`config.mk`:
```
export PLATFORM = sky130hd
export DESIGN_NAME = arxf_framer
export DESIGN_NICKNAME = d
export VERILOG_FILES = /design/src/inc/arxf_pkg.sv /design/src/core/arxf_ms_timer.sv /design/src/core/arxf_tick_gen.sv /design/src/core/arxf_framer.sv
export SDC_FILE = /design/constraint.sdc
export NUM_CORES = 2
export LEC_CHECK = 0
export BUFFER_PORTS_ARGS = -buffer_cell sky130_fd_sc_hd__buf_2
export CAP_MARGIN = 40
export CORE_ASPECT_RATIO = 1.2
export CORE_MARGIN = 3
export CORE_UTILIZATION = 57
export CTS_BUF_LIST = sky130_fd_sc_hd__clkbuf_16
export CTS_CLUSTER_DIAMETER = 200
export DETAILED_ROUTE_END_ITERATION = 6
export PLACE_DENSITY = 0.78
export SLEW_MARGIN = 20
export SYNTH_ARGS = -nofsm -noshare
export SYNTH_HDL_FRONTEND = slang
export SYNTH_SLANG_ARGS = --single-unit
```
`constraint.sdc`:
```
create_clock -name ref_clk -period 3.3 [get_ports ref_clk]
set_input_delay 0.33 -clock ref_clk [delete_from_list [all_inputs] [get_ports ref_clk]]
set_output_delay 0.33 -clock ref_clk [all_outputs]
set_load 0.02 [all_outputs]
```
`src/inc/arxf_pkg.sv`:
```
// Purpose: Shared constants for the ASCII receive message framer.
// Assumes: 100 MHz ref_clk, classic Wishbone register access.
// Notes: Offsets are byte addresses of 32-bit words.
package arxf_pkg;
  localparam int unsigned CLK_HZ = 100000000;
  localparam int unsigned TICK_MS = 1;
  localparam int unsigned TICK_CYCLES = CLK_HZ / 1000 * TICK_MS;
  localparam int unsigned BUF_DEPTH = 255;
  localparam int unsigned TERM_MAX = 12;
  localparam int unsigned PKT_MAX = 200;
  // Termination type bits
  localparam int unsigned TT_CHAR = 0;
  localparam int unsigned TT_MSGTO = 1;
  localparam int unsigned TT_GAP = 2;
  localparam int unsigned TT_LEN = 3;
  // Base setting meaning disabled
  localparam logic [15:0] BASE_OFF = 16'hFFFF;
  // Register byte offsets
  localparam logic [7:0] A_RXBASE = 8'h00;
  localparam logic [7:0] A_TXBASE = 8'h04;
  localparam logic [7:0] A_TTYPE = 8'h08;
  localparam logic [7:0] A_TCOUNT = 8'h0C;
  localparam logic [7:0] A_PKTLEN = 8'h10;
  localparam logic [7:0] A_MSGTO = 8'h14;
  localparam logic [7:0] A_GAPTO = 8'h18;
  localparam logic [7:0] A_STATUS = 8'h1C;
  localparam logic [7:0] A_TCHAR0 = 8'h40;
  localparam logic [7:0] A_TCHAR_END = 8'h70;
  // Reset values
  localparam logic [15:0] RST_BASE = 16'hFFFF;
  localparam logic [7:0] RST_TTYPE = 8'h00;
  // Framer states
  typedef enum logic [2:0] {
    ST_LISTEN = 3'b001,
    ST_RECV = 3'b010,
    ST_SEND = 3'b100
  } arxf_state_e;
endpackage

```
`src/core/arxf_ms_timer.sv`:
```
// Purpose: Millisecond down counter that flags expiry.
// Assumes: tick is a one-cycle pulse once per millisecond.
// Notes: A limit of zero expires at the next tick after start.
module arxf_ms_timer #(
  parameter int W = 16
) (
  input wire logic ref_clk,
  input wire logic sys_rst,
  input wire logic tick,
  input wire logic start,
  input wire logic stop,
  input wire logic [W-1:0] limit,
  output logic expired
);
  logic [W-1:0] count_q;
  logic run_q;

  // Restart wins over tick so a late character always gets a full period
  always_ff @(posedge ref_clk)
  begin
    if (sys_rst || stop)
    begin
      run_q <= 1'b0;
      count_q <= '0;
    end
    else if (start)
    begin
      run_q <= 1'b1;
      count_q <= limit;
    end
    else if (run_q && tick)
    begin
      if (count_q == '0)
        run_q <= 1'b0;
      else
        count_q <= count_q - 1'b1;
    end
  end

  // Stop is left out: it comes back from the close logic, which reads
  // expired, and would otherwise form a combinational loop
  assign expired = run_q && tick && (count_q == '0) && !start;
endmodule

```
`src/core/arxf_tick_gen.sv`:
```
// Purpose: One-millisecond tick from the system clock.
// Assumes: Period in cycles set by parameter.
// Notes: Free running; timers see up to one tick of jitter at start.
module arxf_tick_gen #(
  parameter int unsigned PERIOD = arxf_pkg::TICK_CYCLES
) (
  input wire logic ref_clk,
  input wire logic sys_rst,
  output logic tick
);
  localparam int CW = $clog2(PERIOD);
  localparam logic [CW-1:0] LAST = CW'(PERIOD - 1);
  logic [CW-1:0] div_q;

  // Divider wraps at the period end
  always_ff @(posedge ref_clk)
  begin
    if (sys_rst || div_q == LAST)
      div_q <= '0;
    else
      div_q <= div_q + 1'b1;
  end

  assign tick = (div_q == LAST);
endmodule

```
`src/core/arxf_framer.sv`:
```
// Purpose: Receive framer collecting characters into blocks for the database.
// Assumes: Characters arrive as one-cycle strobes on ref_clk; drain stalls.
// Notes: Registers over classic Wishbone; unmapped reads return zero.
module arxf_framer #(
  parameter int unsigned DEPTH = arxf_pkg::BUF_DEPTH,
  parameter int unsigned TICK_PERIOD = arxf_pkg::TICK_CYCLES
) (
  input wire logic ref_clk,
  input wire logic sys_rst,
  input wire logic wb_cyc_i,
  input wire logic wb_stb_i,
  input wire logic wb_we_i,
  input wire logic [7:0] wb_adr_i,
  input wire logic [3:0] wb_sel_i,
  input wire logic [31:0] wb_dat_i,
  output logic [31:0] wb_dat_o,
  output logic wb_ack_o,
  input wire logic rxValid,
  input wire logic [7:0] rxChar,
  output logic rxDropped,
  output logic dbValid,
  output logic [7:0] dbData,
  output logic dbLast,
  output logic [15:0] dbBase,
  input wire logic dbReady,
  output logic rxEnable,
  output logic txEnable,
  output logic [15:0] transmitSourceBase
);
  localparam int PW = $clog2(DEPTH + 1);
  localparam logic [PW-1:0] FULL = PW'(DEPTH);

  // Configuration registers
  logic [15:0] receiveStoreBase_q;
  logic [15:0] transmitSourceBase_q;
  logic [7:0] termType_q;
  logic [3:0] terminatorCount_q;
  logic [7:0] packetLength_q;
  logic [15:0] msgTimeout_q;
  logic [15:0] gapTimeout_q;
  logic [7:0] terminatorChars_q [arxf_pkg::TERM_MAX];

  // Buffer and state
  logic [7:0] mem_q [DEPTH];
  logic [PW-1:0] fill_q;
  logic [PW-1:0] sendLen_q;
  logic [PW-1:0] rdPtr_q;
  logic [15:0] msgCount_q;
  logic [15:0] charCount_q;
  logic [7:0] dbData_q;
  arxf_pkg::arxf_state_e state_q;

  logic wbReq;
  logic tick;
  logic msgExpired;
  logic gapExpired;
  logic accept;
  logic isTerm;
  logic endBlock;
  logic streamMode;
  logic [PW-1:0] newFill;
  logic [3:0] wordIdx;
  logic drainBeat;
  logic [PW-1:0] nextRd;

  assign wbReq = wb_cyc_i && wb_stb_i && !wb_ack_o;
  assign wordIdx = 4'((wb_adr_i - arxf_pkg::A_TCHAR0) >> 2);

  // Modes from the base settings and the termination type
  assign rxEnable = (receiveStoreBase_q != arxf_pkg::BASE_OFF);
  assign txEnable = (transmitSourceBase_q != arxf_pkg::BASE_OFF);
  assign transmitSourceBase = transmitSourceBase_q;
  assign dbBase = receiveStoreBase_q;
  assign streamMode = (termType_q[3:0] == 4'h0);

  // Wishbone ack: one cycle per request, dropped the next cycle
  // Gated by its own last value, so a held request is answered every other cycle
  always_ff @(posedge ref_clk)
  begin
    if (sys_rst)
      wb_ack_o <= 1'b0;
    else
      wb_ack_o <= wbReq;
  end

  // Register writes; low byte lane carries narrow fields
  always_ff @(posedge ref_clk)
  begin
    if (sys_rst)
    begin
      receiveStoreBase_q <= arxf_pkg::RST_BASE;
      transmitSourceBase_q <= arxf_pkg::RST_BASE;
      termType_q <= arxf_pkg::RST_TTYPE;
      terminatorCount_q <= '0;
      packetLength_q <= '0;
      msgTimeout_q <= '0;
      gapTimeout_q <= '0;
      for (int i = 0; i < arxf_pkg::TERM_MAX; i++)
        terminatorChars_q[i] <= '0;
    end
    else if (wbReq && wb_we_i)
    begin
      if (wb_adr_i == arxf_pkg::A_RXBASE)
      begin
        if (wb_sel_i[0]) receiveStoreBase_q[7:0] <= wb_dat_i[7:0];
        if (wb_sel_i[1]) receiveStoreBase_q[15:8] <= wb_dat_i[15:8];
      end
      if (wb_adr_i == arxf_pkg::A_TXBASE)
      begin
        if (wb_sel_i[0]) transmitSourceBase_q[7:0] <= wb_dat_i[7:0];
        if (wb_sel_i[1]) transmitSourceBase_q[15:8] <= wb_dat_i[15:8];
      end
      // Reserved type bits 4 to 7 are stored but ignored
      if (wb_adr_i == arxf_pkg::A_TTYPE && wb_sel_i[0])
        termType_q <= wb_dat_i[7:0];
      // Counts above twelve clamp so the compare never runs off the array
      if (wb_adr_i == arxf_pkg::A_TCOUNT && wb_sel_i[0])
        terminatorCount_q <= (wb_dat_i[7:0] > 8'(arxf_pkg::TERM_MAX)) ?
          4'(arxf_pkg::TERM_MAX) : wb_dat_i[3:0];
      if (wb_adr_i == arxf_pkg::A_PKTLEN && wb_sel_i[0])
        packetLength_q <= (wb_dat_i[7:0] > 8'(arxf_pkg::PKT_MAX)) ?
          8'(arxf_pkg::PKT_MAX) : wb_dat_i[7:0];
      if (wb_adr_i == arxf_pkg::A_MSGTO)
      begin
        if (wb_sel_i[0]) msgTimeout_q[7:0] <= wb_dat_i[7:0];
        if (wb_sel_i[1]) msgTimeout_q[15:8] <= wb_dat_i[15:8];
      end
      if (wb_adr_i == arxf_pkg::A_GAPTO)
      begin
        if (wb_sel_i[0]) gapTimeout_q[7:0] <= wb_dat_i[7:0];
        if (wb_sel_i[1]) gapTimeout_q[15:8] <= wb_dat_i[15:8];
      end
      if (wb_adr_i >= arxf_pkg::A_TCHAR0 &&
          wb_adr_i < arxf_pkg::A_TCHAR_END && wb_sel_i[0])
        terminatorChars_q[wordIdx] <= wb_dat_i[7:0];
    end
  end

  // Read mux; status is only seen through this window
  always_ff @(posedge ref_clk)
  begin
    if (sys_rst)
      wb_dat_o <= '0;
    else if (wbReq && !wb_we_i)
    begin
      wb_dat_o <= '0;
      unique case (wb_adr_i)
        arxf_pkg::A_RXBASE: wb_dat_o <= {16'h0000, receiveStoreBase_q};
        arxf_pkg::A_TXBASE: wb_dat_o <= {16'h0000, transmitSourceBase_q};
        arxf_pkg::A_TTYPE: wb_dat_o <= {24'h000000, termType_q};
        arxf_pkg::A_TCOUNT: wb_dat_o <= {28'h0000000, terminatorCount_q};
        arxf_pkg::A_PKTLEN: wb_dat_o <= {24'h000000, packetLength_q};
        arxf_pkg::A_MSGTO: wb_dat_o <= {16'h0000, msgTimeout_q};
        arxf_pkg::A_GAPTO: wb_dat_o <= {16'h0000, gapTimeout_q};
        arxf_pkg::A_STATUS: wb_dat_o <= {msgCount_q[7:0], charCount_q[7:0],
          5'h00, state_q, 8'(fill_q)};
        default:
          if (wb_adr_i >= arxf_pkg::A_TCHAR0 &&
              wb_adr_i < arxf_pkg::A_TCHAR_END)
            wb_dat_o <= {24'h000000, terminatorChars_q[wordIdx]};
      endcase
    end
  end

  // Shared millisecond tick for both timers
  arxf_tick_gen #(
    .PERIOD(TICK_PERIOD)
  ) u_tick (
    .ref_clk(ref_clk),
    .sys_rst(sys_rst),
    .tick(tick)
  );

  // Message timer armed by the first character of a block
  arxf_ms_timer #(
    .W(16)
  ) u_msg (
    .ref_clk(ref_clk),
    .sys_rst(sys_rst),
    .tick(tick),
    .start(accept && fill_q == '0 && termType_q[arxf_pkg::TT_MSGTO]),
    .stop(endBlock),
    .limit(msgTimeout_q),
    .expired(msgExpired)
  );

  // Gap timer re-armed by every character
  arxf_ms_timer #(
    .W(16)
  ) u_gap (
    .ref_clk(ref_clk),
    .sys_rst(sys_rst),
    .tick(tick),
    .start(accept && termType_q[arxf_pkg::TT_GAP]),
    .stop(endBlock),
    .limit(gapTimeout_q),
    .expired(gapExpired)
  );

  // Terminator match against the used part of the set
  always_comb
  begin
    isTerm = 1'b0;
    for (int i = 0; i < arxf_pkg::TERM_MAX; i++)
      if (4'(i) < terminatorCount_q && rxChar == terminatorChars_q[i])
        isTerm = 1'b1;
  end

  // Characters are taken only while collecting and receive is enabled
  // Full refuses rather than overwrites; the full close normally wins
  assign accept = rxValid && rxEnable && state_q != arxf_pkg::ST_SEND &&
    fill_q != FULL;
  assign rxDropped = rxValid && !accept;
  assign newFill = accept ? fill_q + 1'b1 : fill_q;

  // Any enabled condition can close the block
  // Closing takes newFill, so a character accepted on the closing edge
  // always leaves with its block rather than being lost
  always_comb
  begin
    endBlock = 1'b0;
    if (state_q != arxf_pkg::ST_SEND)
    begin
      if (accept && streamMode)
        endBlock = 1'b1;
      if (accept && termType_q[arxf_pkg::TT_CHAR] && isTerm)
        endBlock = 1'b1;
      if (msgExpired && fill_q != '0)
        endBlock = 1'b1;
      if (gapExpired && fill_q != '0)
        endBlock = 1'b1;
      if (termType_q[arxf_pkg::TT_LEN] && packetLength_q != '0 &&
          newFill == PW'(packetLength_q) && accept)
        endBlock = 1'b1;
      if (accept && newFill == FULL)
        endBlock = 1'b1;
    end
  end

  assign drainBeat = dbValid && dbReady;
  assign nextRd = rdPtr_q + 1'b1;

  // Collect, then drain the closed block to the database port
  always_ff @(posedge ref_clk)
  begin
    if (sys_rst)
    begin
      state_q <= arxf_pkg::ST_LISTEN;
      fill_q <= '0;
      sendLen_q <= '0;
      rdPtr_q <= '0;
    end
    else
    begin
      unique case (state_q)
        arxf_pkg::ST_LISTEN, arxf_pkg::ST_RECV:
        begin
          if (endBlock)
          begin
            state_q <= arxf_pkg::ST_SEND;
            sendLen_q <= newFill;
            rdPtr_q <= '0;
          end
          else if (accept)
            state_q <= arxf_pkg::ST_RECV;
          fill_q <= newFill;
        end
        arxf_pkg::ST_SEND:
          if (drainBeat)
          begin
            if (rdPtr_q == sendLen_q - 1'b1)
            begin
              state_q <= arxf_pkg::ST_LISTEN;
              fill_q <= '0;
            end
            rdPtr_q <= rdPtr_q + 1'b1;
          end
        default:
          state_q <= arxf_pkg::ST_LISTEN;
      endcase
    end
  end

  // Buffer write port
  always_ff @(posedge ref_clk)
  begin
    if (accept)
      mem_q[fill_q[$clog2(DEPTH)-1:0]] <= rxChar;
  end

  // Drain handshake outputs follow the state directly
  assign dbValid = (state_q == arxf_pkg::ST_SEND);
  assign dbLast = dbValid && (rdPtr_q == sendLen_q - 1'b1);
  assign dbData = dbData_q;

  // Drain data leaves a flip-flop; a block closed by its first character
  // still has that byte on rxChar, so it bypasses the array
  always_ff @(posedge ref_clk)
  begin
    if (sys_rst)
      dbData_q <= '0;
    else if (endBlock)
      dbData_q <= (fill_q == '0) ? rxChar : mem_q[0];
    else if (drainBeat && !dbLast)
      dbData_q <= mem_q[nextRd[$clog2(DEPTH)-1:0]];
  end

  // Statistics counters
  always_ff @(posedge ref_clk)
  begin
    if (sys_rst)
    begin
      charCount_q <= '0;
      msgCount_q <= '0;
    end
    else
    begin
      if (accept)
        charCount_q <= charCount_q + 1'b1;
      if (drainBeat && dbLast)
        msgCount_q <= msgCount_q + 1'b1;
    end
  end
endmodule

```
Yosys cells after proc, flatten, opt, wreduce, memory -nomap -nowiden
Memory sizes are Yosys's and may differ from the RTL's. Index checks and enable logic that the tools add are counted.

Flip-flop bits (word level): 235. Memory bits (writable): 2136. Input port bits: 59. Output and inout port bits: 78. Word-level logic and storage cells: 238. Memories: 2.

Memory list: mem_q (depth 255, bits a word 8, rd ports 2, clocked after Yosys merged registers in 0, wr ports 1, line arxf_framer.sv:44) `logic [7:0] mem_q [DEPTH];`; terminatorChars_q (depth 12, bits a word 8, rd ports 13, clocked after Yosys merged registers in 0, wr ports 12, line arxf_framer.sv:41) `logic [7:0] terminatorChars_q [arxf_pkg::TERM_MAX];`.

$add $sub $neg: 9. Magnitude comparators: 16. Equal/unequal tests: 36. Mux-type cells: 61. Reductions and logical operators: 89.

Operator list (number): 32-bit case mux with 8 select lines (1); 8-bit equality test (14); 16-bit two-way mux (6); 8-bit two-way mux (11); 1-bit logical AND (47); 1-bit two-way mux (34); 3-bit AND reduction (11); 16-bit by 1-bit adder with 16-bit output, second input constant (2); 8-bit by 5-bit equality test with 1-bit output, second input constant (4); 16-bit zero test (2); 16-bit != test, second input constant (2); 8-bit case mux with 2 select lines (2); 16-bit by 1-bit subtractor with 16-bit output, second input constant (2); 17-bit by 1-bit adder with 17-bit output, second input constant (1); 17-bit equality test, second input constant (1); 8-bit by 1-bit adder with 8-bit output, second input constant (2); 8-bit by 4-bit equality test with 1-bit output, second input constant (2); 8-bit zero test (2); 3-bit by 4-bit less-than comparator with 1-bit output, first input constant (4); 4-bit less-than comparator, first input constant (4); 2-bit AND reduction (8); 8-bit nonzero test (2); 3-bit two-way mux (4); 2-bit nonzero test (6); other kinds (24) (37).

Depth between registers and ports, before layout
An unclocked memory read counts as a cell.

Depth in word-level cells: 24. Gate-level depth with buffers: 15. Mapped depth without buffers: 10.

By module
From an unflattened synthesis, not the netlist that was laid out.

Cells, all modules: 5398. Area total of the unflattened synthesis: 96089.7 sq um.

By module, submodules not included: arxf_framer (instances 1, cells an instance 5033, area each 93195.6 sq um, sequential area each 67504.7 sq um); arxf_ms_timer (instances 2, cells an instance 138, area each 1057.3 sq um, sequential area each 340.3 sq um); arxf_tick_gen (instances 1, cells an instance 89, area each 779.5 sq um, sequential area each 340.3 sq um).

Least setup slack after synthesis
OpenSTA, ideal clock, no wires.

Kind: flip-flop to flip-flop. Start: register fill_q[0]. End: register dbData_q[5], in the netlist dbData[5]. Setup time: 0.096 ns. Data arrival time: 3.171 ns. Required time: 3.204 ns. Slack: 0.034 ns. Stages on the path, launching flop included: 16. Path buffers: 6. Clock period less this slack: 3.266 ns. Cell sequence: dfxtp_1 -> clkbuf_1 -> inv_1 -> ha_1 -> clkbuf_1 -> nand4_1 -> buf_4 -> or4b_1 -> clkbuf_1 -> and4_4 -> o21ai_4 -> o32ai_2 -> or2_1 -> buf_6 -> buf_6 -> o41ai_2.

Cells in the longest elaborated chain, start to end: 13. Elaborated cells on any way between the ends: 33. Those cells by class: add/sub: 1; eq/ne: 3; mux: 10; reduce/logical: 19.

Ends and longest elaborated chain: start: declaration (line arxf_framer.sv:45) `logic [PW-1:0] fill_q;`; start signal: assignment (line arxf_framer.sv:266) `fill_q <= newFill;`; branches (longest 13 deep; another with 8-bit by 1-bit adder with 8-bit output); end signal: assignment (line arxf_framer.sv:303) `dbData_q <= (fill_q == '0) ? rxChar : mem_q[0];`; end signal: assignment (line arxf_framer.sv:305) `dbData_q <= mem_q[nextRd[$clog2(DEPTH)-1:0]];`; end: declaration (line arxf_framer.sv:50) `logic [7:0] dbData_q;`.

Parallel ways; which one is timed is not known. A chain may end at the register's enable or synchronous reset.

Worst setup path after layout
Start: register rdPtr_q[0]. End: register dbData_q[4], in the netlist dbData[4].

Cells in the longest elaborated chain, start to end: 5. Elaborated cells on any way between the ends: 9. Those cells by class: add/sub: 1; eq/ne: 1; mux: 2; reduce/logical: 4; memory: 1.

Ends and longest elaborated chain: start: declaration (line arxf_framer.sv:47) `logic [PW-1:0] rdPtr_q;`; start signal: assignment (line arxf_framer.sv:276) `rdPtr_q <= rdPtr_q + 1'b1;`; branches (longest 5 deep; another with 8-bit by 1-bit adder with 8-bit output).

Parallel ways; which one is timed is not known. The select of a mux whose other input is x is not followed.

==> reports/metrics.yaml <==
sta:
  skew_ns: 0.0357
  worst_slack_ns: -0.0988
  tightest_slew_ns: 1.10
  setup_tns_ns: -0.128
  rsz0062_at_grt: "yes"
  fmax_ghz: 0.294
  finalSetupViolations: 2
  fin_crit_ns: 3.40
  finalMaxSlewViolations: 0
  hold_viol: 0
  relSlewSlack_pct: 26.5
  fin_crit_sh_pct: 103
hold_path:
  hp-class: "primary input to register"
power:
  ir_drop_mv: 0.543
  p_per_area_nw_per_um2: 524
  p_total_mw: 57.4
  leakage_nw: 34.7
setup_path:
  path_class: "register to register"
  ff2ff_setup_slack_ns: -0.1
  critPathMaxFanout: 17
  cp.arrival_ns: 4.13
  start_kind: "register"
  cp_top_family: "multiplexers"
  critPathBufInv: 5
  worstPathRequired_ns: 4.03
  cpMaxStageDelayCell: "mux4_2"
  crit_chain: "ha_4 -> buf_12 -> buf_16 -> buf_4 -> buf_6 -> mux4_2 -> mux4_2 -> a22oi_2 -> nand3_1 -> o21ai_4 -> buf_4 -> o31ai_1"
  endpoint_kind: "register"
  slowest_delay_ns: 0.50
synth:
  syn_inst: 5325
  yosys-top-cells-area: "edfxtp_1 (67%), mux4_2 (14%), dfxtp_1 (4.6%)"
  synth-warning-count: 0
  avgSynthCellArea_um2: 18.0
  synth_top_area_share_pct: 67.1
  async_reset_ff_share_pct: 0
  syn-num-nets: 5395
  synth-edff-count: 2136
  yosysUniqueCellTypes: 85
  ys_ff_latch: 2355
  synth.cell_area_um2: 95600
  synth-seq-area-share_pct: 71.7
  synth_area_leader_cell: "edfxtp_1"
  synth_ff_type: "edfxtp_1"
cells_and_area:
  instances_no_fill: 8234
  n_fill_cell: 10484
  final_layout_size_suffix_gt1_share_pct: 26.7
  nets: 5886
  area_delta_synth_final_pct: 14.7
clocking:
  cts_buffers: 211
  numClockSinks: 2355
  cts_tree: "yes"
  cts_buffer_depth: 3
  clock-root-buffer: "clkbuf_16"
  insertion_delay_ns: 0.85
  htreeDepth: 4
  cts.clk_slew.worst_paths_ns: 0.07
routing:
  drc: 0
  drt-vias-per-instance: 6.62
  routed_wire_length_per_instance_um: 31.2
  dr.pass1.iters: 7
  num_vias: 54533
  antenna_left: 0
  drt_wl_total_um: 257000
  drt_first_iter_violations: 7084
placement:
  dpl.cell_count: 7752
  dp_hpwl_um: 154000
  gp_congestion: 0.899
  io_buffers: 118
  pre_cts_slack_ns: -0.715
global_routing:
  grt_pass1_wl_um: 371000
  grt_pass1_vias: 54689
  overflow: 0
  antenna_found_initial: 15
  grtUsageTotal_pct: 29.3
  grt_max_degree: 217
die:
  core_area_um2: 167000
  die_area_um2: 173000
  initial_core_util_pct: 57.4
  die_w_um: 380
  die_h_um: 455
  rows: 164
  io_pins: 137
run_status:
  status: "complete, but fails checks"
  violations: "negative setup slack"
job:
  cap_violations: 0
synthesized netlist by cell type (all sizes together), types with 12 or more instances:
cell and n:
inv 36, nand4 42, a32o 15, nor2b 13, mux2i 159, o22ai 24, o21ai 93, edfxtp 2136
xor2 71, clkbuf 213, xnor2 114, a2111oi 31, and3 16, a21oi 106, or4 14, a211oi 12
nand3 131, and2 94, nor2 446, or3 16, a22oi 39, nand2b 17, buf 124, mux4 601
nand2 291, dfxtp 219, nor3 90, nor4 25
timing repair:
action / 4_1_cts / 5_1_grt
pin swaps: 7 / 12
endpoints found under the hold margin: 150 / 0
cloned: 4 / 2
gates resized for setup: 59 / 69
endpoints found under the setup margin: 10 / 52
buffers inserted: 9 / 11
hold buffers: 28 / 0
through the flow:
| stage | hold WS (ns) | util, % | cell area (um2) |
|---|---|---|---|
| 2_1_floorplan | 0.429 | - | 95600 |
| 3_3_place_gp | 0.437 | 60.8 | 101000 |
| 3_5_place_dp | 0.444 | 60.9 | 101000 |
| 4_1_cts | 0.0146 | 65.3 | 109000 |
| 5_1_grt | 0.0448 | 65.8 | 110000 |
| 6_report | 0.0943 | 65.8 | 110000 |
state kept, by name (all words and copies together), names as in the netlist, 16 cells and up:
name and cells:
mem_q 2040, terminatorChars_q 96, wb_dat_o 32, u_tick.div_q 17, dbBase 16, gapTimeout_q 16, msgTimeout_q 16, transmitSourceBase 16
u_gap.count_q 16, u_msg.count_q 16
cell families after synthesis:
kind of cell / count (synthesis) / share of synthesized area [%]
mux: 763 / 15.9
simple gates: 1229 / 5.96
fa+ha+maj: 11 / 0.144
xor+xnor: 187 / 1.74
flops: 2355 / 71.7
compound gates: 406 / 3.02
buf+inv: 374 / 1.64
final cells by class:
class	count	area (um2)	share of cell area, %
inverter	37	139	0.127
antenna	10	25.0	0.0228
clock inverter	164	1160	1.06
tap	2241	2800	2.56
clock buffer	216	5410	4.93
multi-input combinational	2596	26000	23.7
sequential	2355	68500	62.5
timing repair buffer	615	5630	5.14
power breakdown:
part	switching (mW)	internal (mW)	leakage, nW
clock	10.8	12.9	3.39
sequential	0.0510	32.5	21.1
combinational	0.823	0.286	10.3
metal layers:
metal	wire length (um)	part of all wire, %	vias up	track usage [%]
met1	88000	34	27745	37.6
met3	28100	11	791	6.68
met2	127000	49	3786	47.3
met4	14200	5.5	4	15.2
li1	-	-	22207	-
met5	27	0.011	-	0
cell usage in the layout (no fill, tap or decap), types with 15 or more instances in the layout:
cell type / synthesis / routed
inv_1: 36 / 74
nand2b_1: 17 / 17
dfxtp_1: 219 / 215
nand2_1: 290 / 290
mux4_2: 601 / 601
and3_1: 16 / 15
or3_1: 16 / 16
buf_16: 0 / 18
a22oi_1: 39 / 28
nor4_1: 24 / 22
nor2_1: 443 / 439
edfxtp_1: 2136 / 2136
dlygate4sd3_1: 0 / 28
clkinv_2: 0 / 44
buf_2: 74 / 110
mux2i_1: 159 / 151
nor3_1: 88 / 86
and2_1: 94 / 93
buf_12: 0 / 42
a21oi_1: 105 / 102
buf_6: 5 / 20
a2111oi_2: 29 / 30
o22ai_1: 24 / 20
o21ai_0: 86 / 77
nand3_1: 130 / 127
clkbuf_16: 0 / 218
buf_8: 0 / 17
a32o_1: 15 / 15
nand4_1: 42 / 42
buf_4: 9 / 373
xor2_1: 71 / 69
xnor2_1: 114 / 113
clkinv_1: 1 / 49
worst paths after layout:
kind,from,endpoint,depth (start not counted)
hold reg to reg,wb_dat_o[27],wb_dat_o[27],2
setup reg to reg,rdPtr_q[0],dbData[4],12
hold / removal,wb_adr_i[1],wb_dat_o[1],6
setup / recovery,rdPtr_q[0],dbData[4],12
tightest hold or removal path: stages:
cell      delay, ns
buf_2          0.07
nor3_1         0.05
nand2_1        0.10
nor2_1         0.06
a211oi_1       0.21
nor3_1         0.06
Note: power is estimated with default switching activity, not from simulation.
